$ cat src/common/jtag_scan_cfg.svh
`ifndef JTAG_SCAN_CFG_SVH
`define JTAG_SCAN_CFG_SVH

// ****************************************
// Instruction codes
// ****************************************
`define INSTR_EXTEST    4'h0
`define INSTR_WAKE      4'h1
`define INSTR_SAMPLE    4'h4
`define INSTR_INTERRUPT 4'h5
`define INSTR_BYPASS    4'hF
`define IR_CAPTURE_VAL  4'h1

// ****************************************
// Widths and timing
// ****************************************
`define IR_WIDTH        4
`define SYNC_STAGES     3
`define TDO_FIFO_DEPTH  2

`endif

$ cat src/common/jtag_scan_pkg.sv
package jtag_scan_pkg;

    typedef enum logic [3:0] {
        TAP_RESET      = 4'b0000,
        TAP_IDLE       = 4'b0001,
        TAP_SEL_DR     = 4'b0010,
        TAP_CAPTURE_DR = 4'b0011,
        TAP_SHIFT_DR   = 4'b0100,
        TAP_EXIT1_DR   = 4'b0101,
        TAP_PAUSE_DR   = 4'b0110,
        TAP_EXIT2_DR   = 4'b0111,
        TAP_UPDATE_DR  = 4'b1000,
        TAP_SEL_IR     = 4'b1001,
        TAP_CAPTURE_IR = 4'b1010,
        TAP_SHIFT_IR   = 4'b1011,
        TAP_EXIT1_IR   = 4'b1100,
        TAP_PAUSE_IR   = 4'b1101,
        TAP_EXIT2_IR   = 4'b1110,
        TAP_UPDATE_IR  = 4'b1111
    } tap_state_e;

    typedef logic [3:0] instr_t;

endpackage

$ cat src/logic/tdo_fifo.sv
`timescale 1ns/1ns
`include "jtag_scan_cfg.svh"

module tdo_fifo #(
    parameter int WIDTH = 1,
    parameter int DEPTH = `TDO_FIFO_DEPTH
) (
    // Clock and reset
    input  wire logic             clock,
    input  wire logic             reset,
    input  wire logic             flush,
    // Fill side
    input  wire logic             inValid,
    output logic                  inReady,
    input  wire logic [WIDTH-1:0] inData,
    // Drain side
    output logic                  outValid,
    input  wire logic             outReady,
    output logic      [WIDTH-1:0] outData
);

    localparam int PW = (DEPTH > 1) ? $clog2(DEPTH) : 1;

    logic [WIDTH-1:0] mem_reg [DEPTH];
    logic [WIDTH-1:0] mem_next [DEPTH];
    logic [PW-1:0]    wrPtr_reg, wrPtr_next;
    logic [PW-1:0]    rdPtr_reg, rdPtr_next;
    logic [PW:0]      count_reg, count_next;
    logic             doPush, doPop;

    assign inReady  = (count_reg != (PW+1)'(DEPTH));
    assign outValid = (count_reg != '0);
    assign outData  = mem_reg[rdPtr_reg];

    always_comb begin
        doPush = inValid && inReady;
        doPop  = outValid && outReady;
        mem_next   = mem_reg;
        wrPtr_next = wrPtr_reg;
        rdPtr_next = rdPtr_reg;
        count_next = count_reg;
        if (doPush) begin
            mem_next[wrPtr_reg] = inData;
            wrPtr_next = (wrPtr_reg == PW'(DEPTH-1)) ? '0 : wrPtr_reg + 1'b1;
        end
        if (doPop) begin
            rdPtr_next = (rdPtr_reg == PW'(DEPTH-1)) ? '0 : rdPtr_reg + 1'b1;
        end
        if (doPush && !doPop) begin
            count_next = count_reg + 1'b1;
        end else if (doPop && !doPush) begin
            count_next = count_reg - 1'b1;
        end
        if (flush) begin
            wrPtr_next = '0;
            rdPtr_next = '0;
            count_next = '0;
        end
    end

    always_ff @(posedge clock) begin
        if (reset) begin
            wrPtr_reg <= '0;
            rdPtr_reg <= '0;
            count_reg <= '0;
        end else begin
            wrPtr_reg <= wrPtr_next;
            rdPtr_reg <= rdPtr_next;
            count_reg <= count_next;
        end
        mem_reg <= mem_next;
    end

endmodule

$ cat src/logic/jtag_boundary_scan.sv
`timescale 1ns/1ns
`include "jtag_scan_cfg.svh"

module jtag_boundary_scan #(
    parameter int NUM_IN  = 8,
    parameter int NUM_OUT = 8
) (
    // Clock and reset
    input  wire logic               clock,
    input  wire logic               reset,
    // Debug port pins
    input  wire logic               tck,
    input  wire logic               tms,
    input  wire logic               tdi,
    input  wire logic               trstN,
    output logic                    tdo,
    output logic                    tdoOe,
    // Board side of scanned pins
    input  wire logic [NUM_IN-1:0]  pinIn,
    input  wire logic               crystalInput,
    input  wire logic               busClockPin,
    output logic      [NUM_OUT-1:0] pinOut,
    output logic      [NUM_OUT-1:0] pinOe,
    // Core side of scanned pins
    output logic      [NUM_IN-1:0]  coreIn,
    input  wire logic [NUM_OUT-1:0] coreOut,
    input  wire logic [NUM_OUT-1:0] coreOe,
    // Power mode and commands to the core
    input  wire logic               standbyMode,
    output logic                    sleepWake,
    output logic                    debugInterrupt,
    output logic [`IR_WIDTH-1:0]    activeInstr
);

    // ****************************************
    // Chain layout
    // ****************************************
    // Inputs first (nearest TDO), then output data, then output enables.
    // Reset pins and debug port pins have no cells.
    localparam int NI = NUM_IN + 2;
    localparam int CL = NI + 2 * NUM_OUT;
    localparam int SW = NI + 4;

    // ****************************************
    // Pin synchronisers
    // ****************************************
    logic [SW-1:0] syncA_reg, syncB_reg, syncC_reg;
    logic [SW-1:0] filt_reg, filt_next;
    logic [SW-1:0] rawPins;
    logic          tckStable, tmsF, tdiF, trstNF;
    logic [NI-1:0] inF;
    logic          tckRise, tckFall;

    // Crystal and bus clock observed by the chain.
    assign rawPins = {trstN, tck, tms, tdi, busClockPin, crystalInput, pinIn};

    always_comb begin
        // A bit moves only once stages two and three agree
        filt_next = (syncB_reg & ~(syncB_reg ^ syncC_reg)) | (filt_reg & (syncB_reg ^ syncC_reg));
    end

    always_ff @(posedge clock) begin
        if (reset) begin
            syncA_reg <= '0;
            syncB_reg <= '0;
            syncC_reg <= '0;
            filt_reg  <= '0;
        end else begin
            syncA_reg <= rawPins;
            syncB_reg <= syncA_reg;
            syncC_reg <= syncB_reg;
            filt_reg  <= filt_next;
        end
    end

    assign trstNF    = filt_reg[SW-1];
    assign tckStable = filt_reg[SW-2];
    assign tmsF      = filt_next[SW-3];
    assign tdiF      = filt_next[SW-4];
    assign inF       = filt_reg[NI-1:0];
    assign tckRise   = filt_next[SW-2] && !tckStable;
    assign tckFall   = !filt_next[SW-2] && tckStable;

    // ****************************************
    // Functions
    // ****************************************
    function automatic jtag_scan_pkg::tap_state_e tapStep(input jtag_scan_pkg::tap_state_e s, input logic m);
        case (s)
            jtag_scan_pkg::TAP_RESET:      tapStep = m ? jtag_scan_pkg::TAP_RESET    : jtag_scan_pkg::TAP_IDLE;
            jtag_scan_pkg::TAP_IDLE:       tapStep = m ? jtag_scan_pkg::TAP_SEL_DR   : jtag_scan_pkg::TAP_IDLE;
            jtag_scan_pkg::TAP_SEL_DR:     tapStep = m ? jtag_scan_pkg::TAP_SEL_IR   : jtag_scan_pkg::TAP_CAPTURE_DR;
            jtag_scan_pkg::TAP_CAPTURE_DR: tapStep = m ? jtag_scan_pkg::TAP_EXIT1_DR : jtag_scan_pkg::TAP_SHIFT_DR;
            jtag_scan_pkg::TAP_SHIFT_DR:   tapStep = m ? jtag_scan_pkg::TAP_EXIT1_DR : jtag_scan_pkg::TAP_SHIFT_DR;
            jtag_scan_pkg::TAP_EXIT1_DR:   tapStep = m ? jtag_scan_pkg::TAP_UPDATE_DR : jtag_scan_pkg::TAP_PAUSE_DR;
            jtag_scan_pkg::TAP_PAUSE_DR:   tapStep = m ? jtag_scan_pkg::TAP_EXIT2_DR : jtag_scan_pkg::TAP_PAUSE_DR;
            jtag_scan_pkg::TAP_EXIT2_DR:   tapStep = m ? jtag_scan_pkg::TAP_UPDATE_DR : jtag_scan_pkg::TAP_SHIFT_DR;
            jtag_scan_pkg::TAP_UPDATE_DR:  tapStep = m ? jtag_scan_pkg::TAP_SEL_DR   : jtag_scan_pkg::TAP_IDLE;
            jtag_scan_pkg::TAP_SEL_IR:     tapStep = m ? jtag_scan_pkg::TAP_RESET    : jtag_scan_pkg::TAP_CAPTURE_IR;
            jtag_scan_pkg::TAP_CAPTURE_IR: tapStep = m ? jtag_scan_pkg::TAP_EXIT1_IR : jtag_scan_pkg::TAP_SHIFT_IR;
            jtag_scan_pkg::TAP_SHIFT_IR:   tapStep = m ? jtag_scan_pkg::TAP_EXIT1_IR : jtag_scan_pkg::TAP_SHIFT_IR;
            jtag_scan_pkg::TAP_EXIT1_IR:   tapStep = m ? jtag_scan_pkg::TAP_UPDATE_IR : jtag_scan_pkg::TAP_PAUSE_IR;
            jtag_scan_pkg::TAP_PAUSE_IR:   tapStep = m ? jtag_scan_pkg::TAP_EXIT2_IR : jtag_scan_pkg::TAP_PAUSE_IR;
            jtag_scan_pkg::TAP_EXIT2_IR:   tapStep = m ? jtag_scan_pkg::TAP_UPDATE_IR : jtag_scan_pkg::TAP_SHIFT_IR;
            jtag_scan_pkg::TAP_UPDATE_IR:  tapStep = m ? jtag_scan_pkg::TAP_SEL_DR   : jtag_scan_pkg::TAP_IDLE;
            default:                       tapStep = jtag_scan_pkg::TAP_RESET;
        endcase
    endfunction

    // True when the instruction routes the boundary chain between TDI and TDO
    function automatic logic usesChain(input jtag_scan_pkg::instr_t i);
        usesChain = (i == `INSTR_EXTEST) || (i == `INSTR_SAMPLE);
    endfunction

    // ****************************************
    // TAP, instruction and data registers
    // ****************************************
    jtag_scan_pkg::tap_state_e tap_reg, tap_next;
    jtag_scan_pkg::instr_t     ir_reg, ir_next;
    jtag_scan_pkg::instr_t     irShift_reg, irShift_next;
    logic                      bypass_reg, bypass_next;
    logic [CL-1:0]             chain_reg, chain_next;
    logic [2*NUM_OUT-1:0]      latch_reg, latch_next;
    logic                      wake_reg, wake_next;
    logic                      intr_reg, intr_next;
    logic                      tdo_reg, tdo_next;
    logic                      tdoOe_reg, tdoOe_next;
    logic                      pushValid, pushReady, pushBit;
    logic                      popValid, popBit;
    logic                      shifting, extestOn;

    assign extestOn = (ir_reg == `INSTR_EXTEST);
    assign shifting = (tap_reg == jtag_scan_pkg::TAP_SHIFT_DR) || (tap_reg == jtag_scan_pkg::TAP_SHIFT_IR);

    // Next bit due on TDO, queued at a rise that ends in a shift state, shown at the next fall
    always_comb begin
        pushValid = tckRise && ((tap_next == jtag_scan_pkg::TAP_SHIFT_DR) || (tap_next == jtag_scan_pkg::TAP_SHIFT_IR));
        if (tap_next == jtag_scan_pkg::TAP_SHIFT_IR) begin
            pushBit = irShift_next[0];
        end else if (usesChain(ir_reg)) begin
            pushBit = chain_next[0];
        end else begin
            pushBit = bypass_next;
        end
    end

    always_comb begin
        tap_next     = tap_reg;
        ir_next      = ir_reg;
        irShift_next = irShift_reg;
        bypass_next  = bypass_reg;
        chain_next   = chain_reg;
        latch_next   = latch_reg;
        wake_next    = 1'b0;
        intr_next    = 1'b0;
        tdo_next     = tdo_reg;
        tdoOe_next   = tdoOe_reg;
        if (!trstNF) begin
            tap_next = jtag_scan_pkg::TAP_RESET;
            ir_next  = `INSTR_BYPASS;
        end else if (tckRise) begin
            tap_next = tapStep(tap_reg, tmsF);
            case (tap_reg)
                jtag_scan_pkg::TAP_RESET: begin
                    ir_next = `INSTR_BYPASS;
                end
                jtag_scan_pkg::TAP_CAPTURE_IR: begin
                    irShift_next = `IR_CAPTURE_VAL;
                end
                jtag_scan_pkg::TAP_SHIFT_IR: begin
                    irShift_next = {tdiF, irShift_reg[`IR_WIDTH-1:1]};
                end
                jtag_scan_pkg::TAP_UPDATE_IR: begin
                    // Commands are dropped in standby, TAP still walks
                    if (!standbyMode) begin
                        if (irShift_reg == `INSTR_INTERRUPT) begin
                            intr_next = 1'b1;
                            ir_next   = `INSTR_BYPASS;
                        end else begin
                            ir_next = irShift_reg;
                        end
                        wake_next = (irShift_reg == `INSTR_WAKE);
                    end
                end
                jtag_scan_pkg::TAP_CAPTURE_DR: begin
                    bypass_next = 1'b0;
                    if (usesChain(ir_reg)) begin
                        // Snapshot of pin inputs and of the values leaving
                        // towards the pins
                        chain_next = {pinOe, pinOut, inF};
                    end
                end
                jtag_scan_pkg::TAP_SHIFT_DR: begin
                    bypass_next = tdiF;
                    if (usesChain(ir_reg)) begin
                        // Results leave as the next pattern enters
                        chain_next = {tdiF, chain_reg[CL-1:1]};
                    end
                end
                jtag_scan_pkg::TAP_UPDATE_DR: begin
                    if (usesChain(ir_reg)) begin
                        // Only the output data and enable cells reach the latches
                        latch_next = chain_reg[CL-1:NI];
                    end
                end
                default: begin
                    tap_next = tapStep(tap_reg, tmsF);
                end
            endcase
        end else if (tckFall) begin
            tdoOe_next = shifting;
            if (popValid) begin
                tdo_next = popBit;
            end
        end
    end

    always_ff @(posedge clock) begin
        if (reset) begin
            tap_reg     <= jtag_scan_pkg::TAP_RESET;
            ir_reg      <= `INSTR_BYPASS;
            irShift_reg <= '0;
            bypass_reg  <= 1'b0;
            chain_reg   <= '0;
            latch_reg   <= '0;
            wake_reg    <= 1'b0;
            intr_reg    <= 1'b0;
            tdo_reg     <= 1'b0;
            tdoOe_reg   <= 1'b0;
        end else begin
            tap_reg     <= tap_next;
            ir_reg      <= ir_next;
            irShift_reg <= irShift_next;
            bypass_reg  <= bypass_next;
            chain_reg   <= chain_next;
            latch_reg   <= latch_next;
            wake_reg    <= wake_next;
            intr_reg    <= intr_next;
            tdo_reg     <= tdo_next;
            tdoOe_reg   <= tdoOe_next;
        end
    end

    // ****************************************
    // TDO buffer
    // ****************************************
    // Holds a bit between rising and falling edge; flushed in Test-Logic-Reset
    // so a stale bit never appears on the next shift.
    tdo_fifo #(
        .WIDTH (1),
        .DEPTH (`TDO_FIFO_DEPTH)
    ) u_tdo_fifo (
        .clock    (clock),
        .reset    (reset),
        .flush    (tap_reg == jtag_scan_pkg::TAP_RESET),
        .inValid  (pushValid),
        .inReady  (pushReady),
        .inData   (pushBit),
        .outValid (popValid),
        .outReady (tckFall),
        .outData  (popBit)
    );

    // ****************************************
    // Pin multiplexing
    // ****************************************
    // Inputs always reach the core; outputs follow the core except in
    // external test, where the latches own the pins.
    assign coreIn = pinIn;
    assign pinOut = extestOn ? latch_reg[NUM_OUT-1:0]         : coreOut;
    assign pinOe  = extestOn ? latch_reg[2*NUM_OUT-1:NUM_OUT] : coreOe;

    assign tdo            = tdo_reg;
    assign tdoOe          = tdoOe_reg;
    assign sleepWake      = wake_reg;
    assign debugInterrupt = intr_reg;
    assign activeInstr    = ir_reg;

endmodule

$ cat config.mk
export PLATFORM = sky130hd
export DESIGN_NAME = jtag_boundary_scan
export DESIGN_NICKNAME = d
export VERILOG_FILES = /design/src/common/jtag_scan_pkg.sv /design/src/logic/tdo_fifo.sv /design/src/logic/jtag_boundary_scan.sv
export VERILOG_INCLUDE_DIRS = /design/src /design/src/common
export SDC_FILE = /design/constraint.sdc
export NUM_CORES = 1
export LEC_CHECK = 0
export BUFFER_PORTS_ARGS = -buffer_cell sky130_fd_sc_hd__buf_2
export CORE_MARGIN = 5
export CORE_UTILIZATION = 40
export DETAILED_ROUTE_END_ITERATION = 10
export GPL_ROUTABILITY_DRIVEN = 1
export SYNTH_ARGS = -nofsm -noshare
export SYNTH_HDL_FRONTEND = slang
export SYNTH_SLANG_ARGS = --single-unit
$ cat constraint.sdc
create_clock -name clock -period 3.03 [get_ports clock]
set_input_delay 0.606 -clock clock [delete_from_list [all_inputs] [get_ports clock]]
set_output_delay 0.606 -clock clock [all_outputs]
set_load 0.005 [all_outputs]
==> flow_summary.ini, run 1 <==
[die]
die_w_um = 120
die_height_um = 120
core_sq_um = 12000
dieArea_sq_um = 14500
start_util = 0.406
ios = 65
rows = 40

[timing]
setup_viol_count_final = 0
fin_crit_sh = 0.924
holdWs_ps = 416
grt_setup_unrepaired = no
fin_crit_ps = 2800
worst_slew_pin_slew_ps = 613
clock_skew_ps = 6.58
relSlewSlack = 0.591
fmax_mhz = 357
hold_violations = 0
setup_tns_ps = 0
slew_violations = 0

[global_route]
globalRouteTotalUtil = 0.140
gr-total-overflow = 0
antenna_found_initial = 0
grt_pass1_wl_um = 16800
grt_max_degree = 85
grt_pass1_vias = 3499

[route]
num_vias = 3676
drcViolationCount = 0
wl_per_cell_um = 13.5
routed-wl-met2_um = 4000
wl_um = 9710
vias_per_cell = 5.11
drt-initial-drc-count = 234
dr.pass1.iters = 4
met3_wirelength_um = 536
top_layer = met4
drtAntennaViolNets = 0
met1_length_um = 5000

[worst_hold_path]
worstHoldPathType = input pin to flip-flop

[synthesis]
yosysSeqAreaShare = 0.503
synth.distinct_cells = 51
yosys.area.top_type = dfxtp_1
synthTopCellsByCount = 119 x dfxtp_1, 59 x nor2_1, 50 x nor2b_1
synth-edff-count = 2
synth_most_common_cell = dfxtp_1
yosysWarnings = 0
synth_flop_cell = dfxtp_1
synth_cells = 512
synth_nets = 546
async_reset_ff_frac = 0
synth_top_area_share = 0.490
synth_seq_cells = 121
synthTopCellsByArea = dfxtp_1 49%, nor2b_1 6.4%, nor2_1 4.6%, a211oi_1 4.2%, mux2i_1 4.1%
synth_area_per_cell_sq_um = 9.49
synth_area_sq_um = 4860

[worst_setup_path]
critPathKind = flip-flop to flip-flop
crit_arrival_ps = 3080
cp-start-kind = flip-flop
cp_max_fo = 14
required_ps = 3310
r2r_slack_ps = 230
cp-end-kind = flip-flop

[power_and_ir_drop]
vdd_drop_max_mv = 0.312
finalPower_w = 0.00358
power_leakage_nw = 2.23
p_per_area_nw_per_um2 = 616

[placement]
numPortBuffers = 64
dp_hpwl_um = 6350
gp_congestion = 0.862

[final_layout]
layout.nets = 597
areaGrowthSynthToFinish_pct = 19.5
drive_gt1_frac = 0.227
largest_reg_flops = 26
nFillCells = 1116
diodes = 0

[clocking]
postCtsSetupBuffers = 0
clk_path_buf_depth = 2
cts_tree = built
root_buffer = clkbuf_16
numCtsBuffers = 17
clock-sinks = 121
path_clk_slew_ps = 50
clk_latency_ps = 400
cts_max_level = 4

[run_status]
status = complete, no violations

[flow_run]
cap_viol_max_count = 0
==> through the flow <==
| stage | cell area, sq um | std cells | util | setup WS, ps |
|---|---|---|---|---|
| after floorplan | 4860 | 512 | - | 488 |
| after global placement | 5270 | 691 | 0.440 | 313 |
| after detailed placement | 5270 | 691 | 0.440 | 243 |
| after CTS | 5810 | 720 | 0.485 | 240 |
| after global routing | 5810 | 720 | 0.485 | 51.3 |
| final | 5810 | 720 | 0.485 | 230 |
==> logic make-up (layout without fill, tap and decap cells) <==
group                    after synthesis  count (layout)  share of synthesized area
adder cells (fa/ha/maj)                3               3                    0.00695
flip-flops                           121             121                      0.503
multiplexers                          38              38                     0.0837
XOR/XNOR                               4               4                    0.00721
AO/OA/AOI/OAI                        121             121                      0.165
buffers and inverters                 49             110                     0.0476
AND/OR/NAND/NOR                      176             176                      0.187
==> worst max-delay path, cell delays in order (launching register included) <==
cell,delay (ps)
dfxtp_1,300
maj3_2,430
mux2_4,340
a211oi_2,240
a21oi_1,130
or4_4,570
nand2_1,90
ha_1,160
xor2_1,160
nor2_1,70
xnor2_1,140
nor2_1,60
==> what timing repair did <==
action,CTS,global route
resized for setup,0,1
endpoints found under the setup margin,0,1
hold buffers,0,0
==> cell type report <==
class / count / area, sq um / share of cell area
clock buffers: 20 / 437 / 0.0752
clock inverters: 9 / 103 / 0.0177
inverters: 6 / 22.5 / 0.00388
multi-input cells: 342 / 2200 / 0.379
flip-flops and latches: 121 / 2440 / 0.421
well taps: 147 / 184 / 0.0317
repair buffers: 75 / 418 / 0.0720
==> metal layers <==
metal  GRT usage  up-vias
met2       0.209       87
met3      0.0398       13
li1            -     1902
met1       0.192     1674
met5           0        -
met4      0.0574        0
==> worst paths after layout <==
| check | from | endpoint | cells past startpoint |
|---|---|---|---|
| setup reg to reg | syncB_reg[11]$_SDFF_PP0_ | u_tdo_fifo.count_reg[1]$_SDFFE_PP0P_ | 11 |
| hold reg to reg | syncA_reg[13]$_SDFF_PP0_ | syncB_reg[13]$_SDFF_PP0_ | 1 |
| setup / recovery | syncB_reg[11]$_SDFF_PP0_ | u_tdo_fifo.count_reg[1]$_SDFFE_PP0P_ | 11 |
| hold / removal | trstN | syncA_reg[13]$_SDFF_PP0_ | 2 |
==> layout by cell type, fill, tap and decap left out, drive strengths merged, types with 3 or more instances in the layout <==
cell type	count
dfxtp	119
buf	75
nor2	59
nor2b	50
a21oi	28
a211oi	28
nand2	27
a22oi	25
o21ai	22
mux2i	20
clkbuf	20
mux2	18
inv	7
nand2b	6
nand3	6
nor3	6
a31oi	5
clkinv	5
nand3b	4
nand4	3
xor2	3
==> power by group <==
group / internal (W) / leakage, nW / switching (W) / total [W]
Clock: 0.00119 / 0.266 / 0.000661 / 0.00185
Sequential: 0.00162 / 0.985 / 0.00000765 / 0.00163
Combinational: 0.0000498 / 0.984 / 0.0000496 / 0.0000994
Total: 0.00286 / 2.23 / 0.000718 / 0.00358
Power figures use the tool's default switching activity.
==> run 2: changes to the inputs <==
--- a/config.mk
+++ b/config.mk
@@ -6,6 +6,7 @@
 export SDC_FILE = /design/constraint.sdc
 export NUM_CORES = 1
 export LEC_CHECK = 0
+export ABC_AREA = 1
 export BUFFER_PORTS_ARGS = -buffer_cell sky130_fd_sc_hd__buf_2
 export CORE_MARGIN = 5
 export CORE_UTILIZATION = 40
==> run 2 against run 1 <==
Compared with the run above: fmax rose by 2.4%; hold slack got worse by 22 ps; critical endpoint unchanged; critical path type unchanged; critical path depth rose by 9; register-to-register slack improved by 60 ps; combinational power rose by 4%; clock power rose by 14%; largest power group unchanged; core utilization rose by 0.23 points; final cell count rose by 26%.
==> flow_summary.ini, run 2 <==
[die]
die_height_um = 123
die_w_um = 123
core_sq_um = 12500
rows = 41
dieArea_sq_um = 15100
ios = 65
start_util = 0.406

[clocking]
postCtsSetupBuffers = 0
holdBufCountCts = 0
clk_path_buf_depth = 2
cts_max_level = 4
cts_tree = built
root_buffer = clkbuf_16
cts-resized-gates = 0
clock-sinks = 121
path_clk_slew_ps = 50
clk_latency_ps = 410
numCtsBuffers = 17

[synthesis]
yosysSeqAreaShare = 0.481
synth-edff-count = 2
synth.distinct_cells = 42
synth_xor_xnor_area_share = 0.00345
synth_most_common_cell = inv_1
synth_top_family_by_area = simple AND/OR/NAND/NOR gates
synth_flop_cell = dfxtp_1
yosysWarnings = 0
synthTopCellsByArea = dfxtp_1 47%, inv_1 8.9%, nor2_1 7.3%, nand2_1 6.4%, o21ai_0 4.8%
yosys.area.top_type = dfxtp_1
synth_area_per_cell_sq_um = 7.57
synth_compound_area_frac = 0.187
synth_cells = 671
yosys.area_share.adder = 0.00246
async_reset_ff_frac = 0
synth_area_sq_um = 5080
synth_seq_cells = 121
yosys.area_share.simple = 0.191
synthTopCellsByCount = 120 x inv_1, 119 x dfxtp_1, 99 x nor2_1
synth_nets = 705
synth_top_area_share = 0.469
muxShareOfSynthArea = 0.00222

[timing]
fin_crit_ps = 2740
worst_slew_pin_slew_ps = 911
fmax_mhz = 366
slew_violations = 0
hold_violations = 0
setup_viol_count_final = 0
setup_tns_ps = 0
grt_setup_unrepaired = no
clock_skew_ps = 5.20
setup_ws_ps = 295
relSlewSlack = 0.392
fin_crit_sh = 0.903

[power_and_ir_drop]
switchingPower_w = 0.000768
p_per_area_nw_per_um2 = 629
power_leakage_nw = 2.64
cell_internal_pwr_w = 0.00307
pwr-share-comb = 0.027
clock_power_share = 0.549
switching_share = 0.200
seq_power_share = 0.424
vdd_drop_max_mv = 0.355

[global_route]
grt_pass1_vias = 4164
globalRouteTotalUtil = 0.159
grt_pass1_wl_um = 19100
gr-total-overflow = 0
grt_max_degree = 81
antenna_found_initial = 0

[route]
drcViolationCount = 0
drtAntennaViolNets = 0
num_vias = 4288
drt-initial-drc-count = 332
dr.pass1.iters = 4
wl_per_cell_um = 12.4
wl_um = 11200
vias_per_cell = 4.73

[worst_setup_path]
cp-end-kind = flip-flop
crit_arrival_ps = 3030
required_ps = 3330
cp-start-kind = flip-flop
path_cells = inv_2 > nor2_1 > nand2_1 > nand2_1 > inv_1 > nand3_1 > nand3_1 > nand2_1 > nand2_1 > inv_2 > nor2_2 > nand2_2 > nand2_2 > nand2_1 > inv_1 > ha_1 > a21oi_1 > o21ai_0 > xor2_1 > nor2_1
cp_max_fo = 8
crit_top_cell = nand2_1
critPathKind = flip-flop to flip-flop
cpPeakStageDelay_ps = 530
crit_family = simple AND/OR/NAND/NOR gates
critPathSlowestCell = dfxtp_1
worst-path-buf-inv = 4

[final_layout]
layout.nets = 755
diodes = 0
areaGrowthSynthToFinish_pct = 20.1
largest_reg_flops = 26
drive_gt1_frac = 0.169
multi_input_area_sq_um = 1960
nFillCells = 1244
ff_latch_area_sq_um = 2440
instances_no_fill = 906
layout_commonest_cell = inv_1
final_cell_mix = 120 x inv_1, 118 x dfxtp_1, 99 x nor2_1

[flow_run]
cap_viol_max_count = 0

[placement]
detailedPlace.worstSlack_ps = 258
numPortBuffers = 64
dp_hpwl_um = 7610
dp.cells = 874
gp_congestion = 0.911

[run_status]
status = complete, no violations

[worst_hold_path]
worstHoldPathType = input pin to flip-flop
-- run 2: cell count changes after synthesis, moves of 25 or more --
cell,delta
nand2_1,+60
nor2_1,+40
nor2b_1,-50
a22oi_1,-25
inv_1,+114
o21ai_0,+27
-- run 2: worst paths after layout --
| kind | from | to | slack (ps) | cells after the start |
|---|---|---|---|---|
| min reg2reg | syncA_reg[2]$_SDFF_PP0_ | syncB_reg[2]$_SDFF_PP0_ | 400 | 2 |
| min | crystalInput | syncA_reg[8]$_SDFF_PP0_ | 390 | 3 |
| max reg2reg | tap_reg[1]$_SDFF_PP0_ | u_tdo_fifo.count_reg[1]$_SDFFE_PP0P_ | 290 | 20 |
| max | tap_reg[1]$_SDFF_PP0_ | u_tdo_fifo.count_reg[1]$_SDFFE_PP0P_ | 290 | 20 |
-- run 2: power groups by stage --
| stage | Combinational, W | Sequential, W | Clock (W) |
|---|---|---|---|
| 2_1_floorplan | 0.0000631 | 0.00166 | 0 |
| 3_3_place_gp | 0.000105 | 0.00166 | 0 |
| 3_5_place_dp | 0.000105 | 0.00166 | 0 |
| 4_1_cts | 0.000106 | 0.00163 | 0.00216 |
| 5_1_grt | 0.000120 | 0.00163 | 0.00223 |
| 6_report | 0.000103 | 0.00163 | 0.00211 |
-- run 2: routing by layer --
metal / wire length [um] / part of all wire / GRT usage / up-vias
li1: - / - / - / 2258
met1: 5570 / 0.50 / 0.215 / 1918
met2: 4880 / 0.44 / 0.238 / 104
met3: 665 / 0.059 / 0.0493 / 8
met4: 87 / 0.0078 / 0.0616 / 0
met5: 0 / 0 / 0 / -
-- run 2: stage by stage --
stage | utilization | power (W) | instance area (sq um) | hold WS, ps
detailed placement | 0.437 | 0.00177 | 5470 | 392
CTS | 0.488 | 0.00390 | 6100 | 371
floorplan | - | 0.00172 | 5080 | 388
global placement | 0.437 | 0.00177 | 5470 | 391
global route | 0.488 | 0.00398 | 6110 | 393
finish | 0.488 | 0.00384 | 6110 | 394
-- run 2: area by class of cell --
| type | instances | share of cell area |
|---|---|---|
| inverter | 128 | 0.0791 |
| sequential | 121 | 0.400 |
| timing repair buffer | 70 | 0.0598 |
| clock inverter | 9 | 0.0223 |
| clock buffer | 23 | 0.0818 |
| tap | 172 | 0.0352 |
| multi-input combinational | 383 | 0.322 |
-- run 2: cell families (layout without fill, tap and decap cells) --
group	after synthesis	count (layout)
buf+inv	167	230
mux	1	1
compound gates	154	154
fa+ha+maj	1	1
simple gates	225	225
flops	121	121
xor+xnor	2	2
-- run 2: worst reg2reg max path: stages, from the launching register on --
cell,delay (ps)
dfxtp_1,530
inv_2,130
nor2_1,230
nand2_1,100
nand2_1,110
inv_1,60
nand3_1,90
nand3_1,100
nand2_1,80
nand2_1,80
inv_2,70
nor2_2,30
nand2_2,70
nand2_2,70
nand2_1,90
inv_1,50
ha_1,300
a21oi_1,120
o21ai_0,120
xor2_1,150
nor2_1,50
==> run 3: changes to the inputs <==
--- a/config.mk
+++ b/config.mk
@@ -12,6 +12,7 @@
 export CORE_UTILIZATION = 40
 export DETAILED_ROUTE_END_ITERATION = 10
 export GPL_ROUTABILITY_DRIVEN = 1
+export PLACE_DENSITY_LB_ADDON = 0.05
 export SYNTH_ARGS = -nofsm -noshare
 export SYNTH_HDL_FRONTEND = slang
 export SYNTH_SLANG_ARGS = --single-unit
==> constraint.sdc (replaced) <==
create_clock -name clock -period 2.3 [get_ports clock]
set_input_delay 0.46 -clock clock [delete_from_list [all_inputs] [get_ports clock]]
set_output_delay 0.46 -clock clock [all_outputs]
set_load 0.005 [all_outputs]
==> run 3 against run 2 <==
Compared with the run above: core utilization up 5.1 points; non-clock buffer count is 52 higher; register-to-register slack got worse by 290 ps; critical path type unchanged; final area increased by 10%.
==> flow_summary.ini, run 3 (synthesized netlist as in run 2, its figures left out) <==
[placement]
detailedPlace.worstSlack_ps = -344
numPortBuffers = 64
gp_congestion = 0.840
dp_hpwl_um = 8220
postPlaceCellArea_sq_um = 5810

[timing]
grt_setup_unrepaired = yes
hold_violations = 0
slew_violations = 0
fin_crit_ps = 2300
holdWs_ps = 245
setup_ws_ps = 0.0997
worst_slew_pin_slew_ps = 471
clock_skew_ps = 8.05
setup_tns_ps = 0
setup_viol_count_final = 0
fin_crit_sh = 1.00
relSlewSlack = 0.686
fmax_mhz = 435

[final_layout]
diodes = 0
drive_gt1_frac = 0.296
largest_reg_flops = 26
final_cell_mix = 114 x inv_1, 112 x dfxtp_1, 87 x nor2_1
layout_commonest_cell = inv_1
layout.nets = 807
design_area_sq_um = 6740
areaGrowthSynthToFinish_pct = 32.6

[die]
dieArea_sq_um = 15100
ios = 65
start_util = 0.406
die_height_um = 123
rows = 41
die_w_um = 123
core_sq_um = 12500

[worst_setup_path]
critPathSlowestCell = dfxtp_4
required_ps = 2600
crit_arrival_ps = 2600
path_cells = inv_4 > buf_4 > nor2_4 > nand2_2 > nand3_4 > nand2_4 > nand2_2 > o21ai_1 > nand2_1 > inv_2 > nand2_1 > nor2_1 > nand2_1 > nand2_2 > nand2_2 > inv_2 > ha_4 > a21oi_2 > o21ai_2 > xor2_1 > nor2_1
crit_top_cell = nand2_2
r2r_slack_ps = 0.1
cp-end-kind = flip-flop
cp-start-kind = flip-flop
critPathKind = flip-flop to flip-flop
cpPeakStageDelay_ps = 360
r2r_end = u_tdo_fifo.count_reg[1]$_SDFFE_PP0P_
cp_max_fo = 4
reg2reg_depth = 21
rr_startpoint = tap_reg[1]$_SDFF_PP0_

[global_route]
grt_max_degree = 51
antenna_found_initial = 0
globalRouteTotalUtil = 0.169
grt_pass1_wl_um = 20000
grt_pass1_vias = 4235
gr-total-overflow = 0

[clocking]
path_clk_slew_ps = 60
cts_max_level = 4
cts_tree = built
root_buffer = clkbuf_16
clock-sinks = 121
numCtsBuffers = 17
clk_path_buf_depth = 2
clk_latency_ps = 410
holdBufCountCts = 0

[route]
vias_per_cell = 4.70
drcViolationCount = 0
drt-initial-drc-count = 294
num_vias = 4504
drtAntennaViolNets = 0
wl_um = 12300
dr.pass1.iters = 4
wl_per_cell_um = 12.8

[flow_run]
cap_viol_max_count = 0

[power_and_ir_drop]
p_per_area_nw_per_um2 = 718
vdd_drop_max_mv = 0.476
power_leakage_nw = 2.95

[worst_hold_path]
min_to = syncA_reg[12]$_SDFF_PP0_
hold_path.startpoint = tck
whs_path_depth = 3
worstHoldPathType = input pin to flip-flop

[run_status]
status = complete, no violations
## run 3: metrics by stage
step	total power [W]	std cells	utilization
after floorplan	0.00227	671	-
after global placement	0.00233	914	0.464
after detailed placement	0.00233	914	0.464
after CTS	0.00491	948	0.515
after global routing	0.00502	958	0.538
final	0.00484	958	0.538
## run 3: final cells by class
| type | count | area [sq um] |
|---|---|---|
| fill | 1241 | 5780 |
| inverter | 128 | 495 |
| multi-input combinational | 383 | 2160 |
| clock buffer | 18 | 439 |
| clock inverter | 14 | 136 |
| timing repair buffer | 122 | 832 |
| sequential | 121 | 2460 |
| tap | 172 | 215 |
## run 3: repair_timing
action                     CTS  global route
setup buffers                2             8
pin swaps                    3            24
gates resized for setup     22            61
setup endpoints to repair   18             9
gates cloned                 0             2
## run 3: how the worst max path moves through the flow
| stage | slack (ps) | end | startpoint |
|---|---|---|---|
| 6_report | 0.1 | u_tdo_fifo.count_reg[1]$_SDFFE_PP0P_ | tap_reg[1]$_SDFF_PP0_ |
| 5_1_grt | -150 | u_tdo_fifo.count_reg[1]$_SDFFE_PP0P_ | syncC_reg[11]$_SDFF_PP0_ |
| 4_1_cts | -60 | u_tdo_fifo.count_reg[1]$_SDFFE_PP0P_ | tap_reg[1]$_SDFF_PP0_ |
| 3_5_place_dp | -340 | u_tdo_fifo.count_reg[1]$_SDFFE_PP0P_ | tap_reg[0]$_SDFF_PP0_ |
| 3_3_place_gp | -370 | u_tdo_fifo.count_reg[1]$_SDFFE_PP0P_ | tap_reg[0]$_SDFF_PP0_ |
| 2_1_floorplan | 90 | u_tdo_fifo.count_reg[1]$_SDFFE_PP0P_ | tap_reg[3]$_SDFF_PP0_ |
## run 3: power breakdown
part	total, W	switching [W]	internal (W)
registers	0.00214	0.0000120	0.00213
logic	0.000146	0.0000829	0.0000633
clock network	0.00255	0.00101	0.00154
## run 3: critical path: cells and delay by family, from the launching register on
kind,cells,cell delay (ps)
buf+inv,4,330
simple gates,12,880
flops,1,360
compound gates,3,240
xor+xnor,1,150
fa+ha+maj,1,200
## run 3: per-layer routing
metal | up-vias | part of all wire | track usage
li1 | 2364 | - | -
met1 | 2028 | 0.50 | 0.230
met2 | 99 | 0.44 | 0.257
met3 | 13 | 0.055 | 0.0535
met4 | 0 | 0.012 | 0.0546
met5 | - | 0 | 0
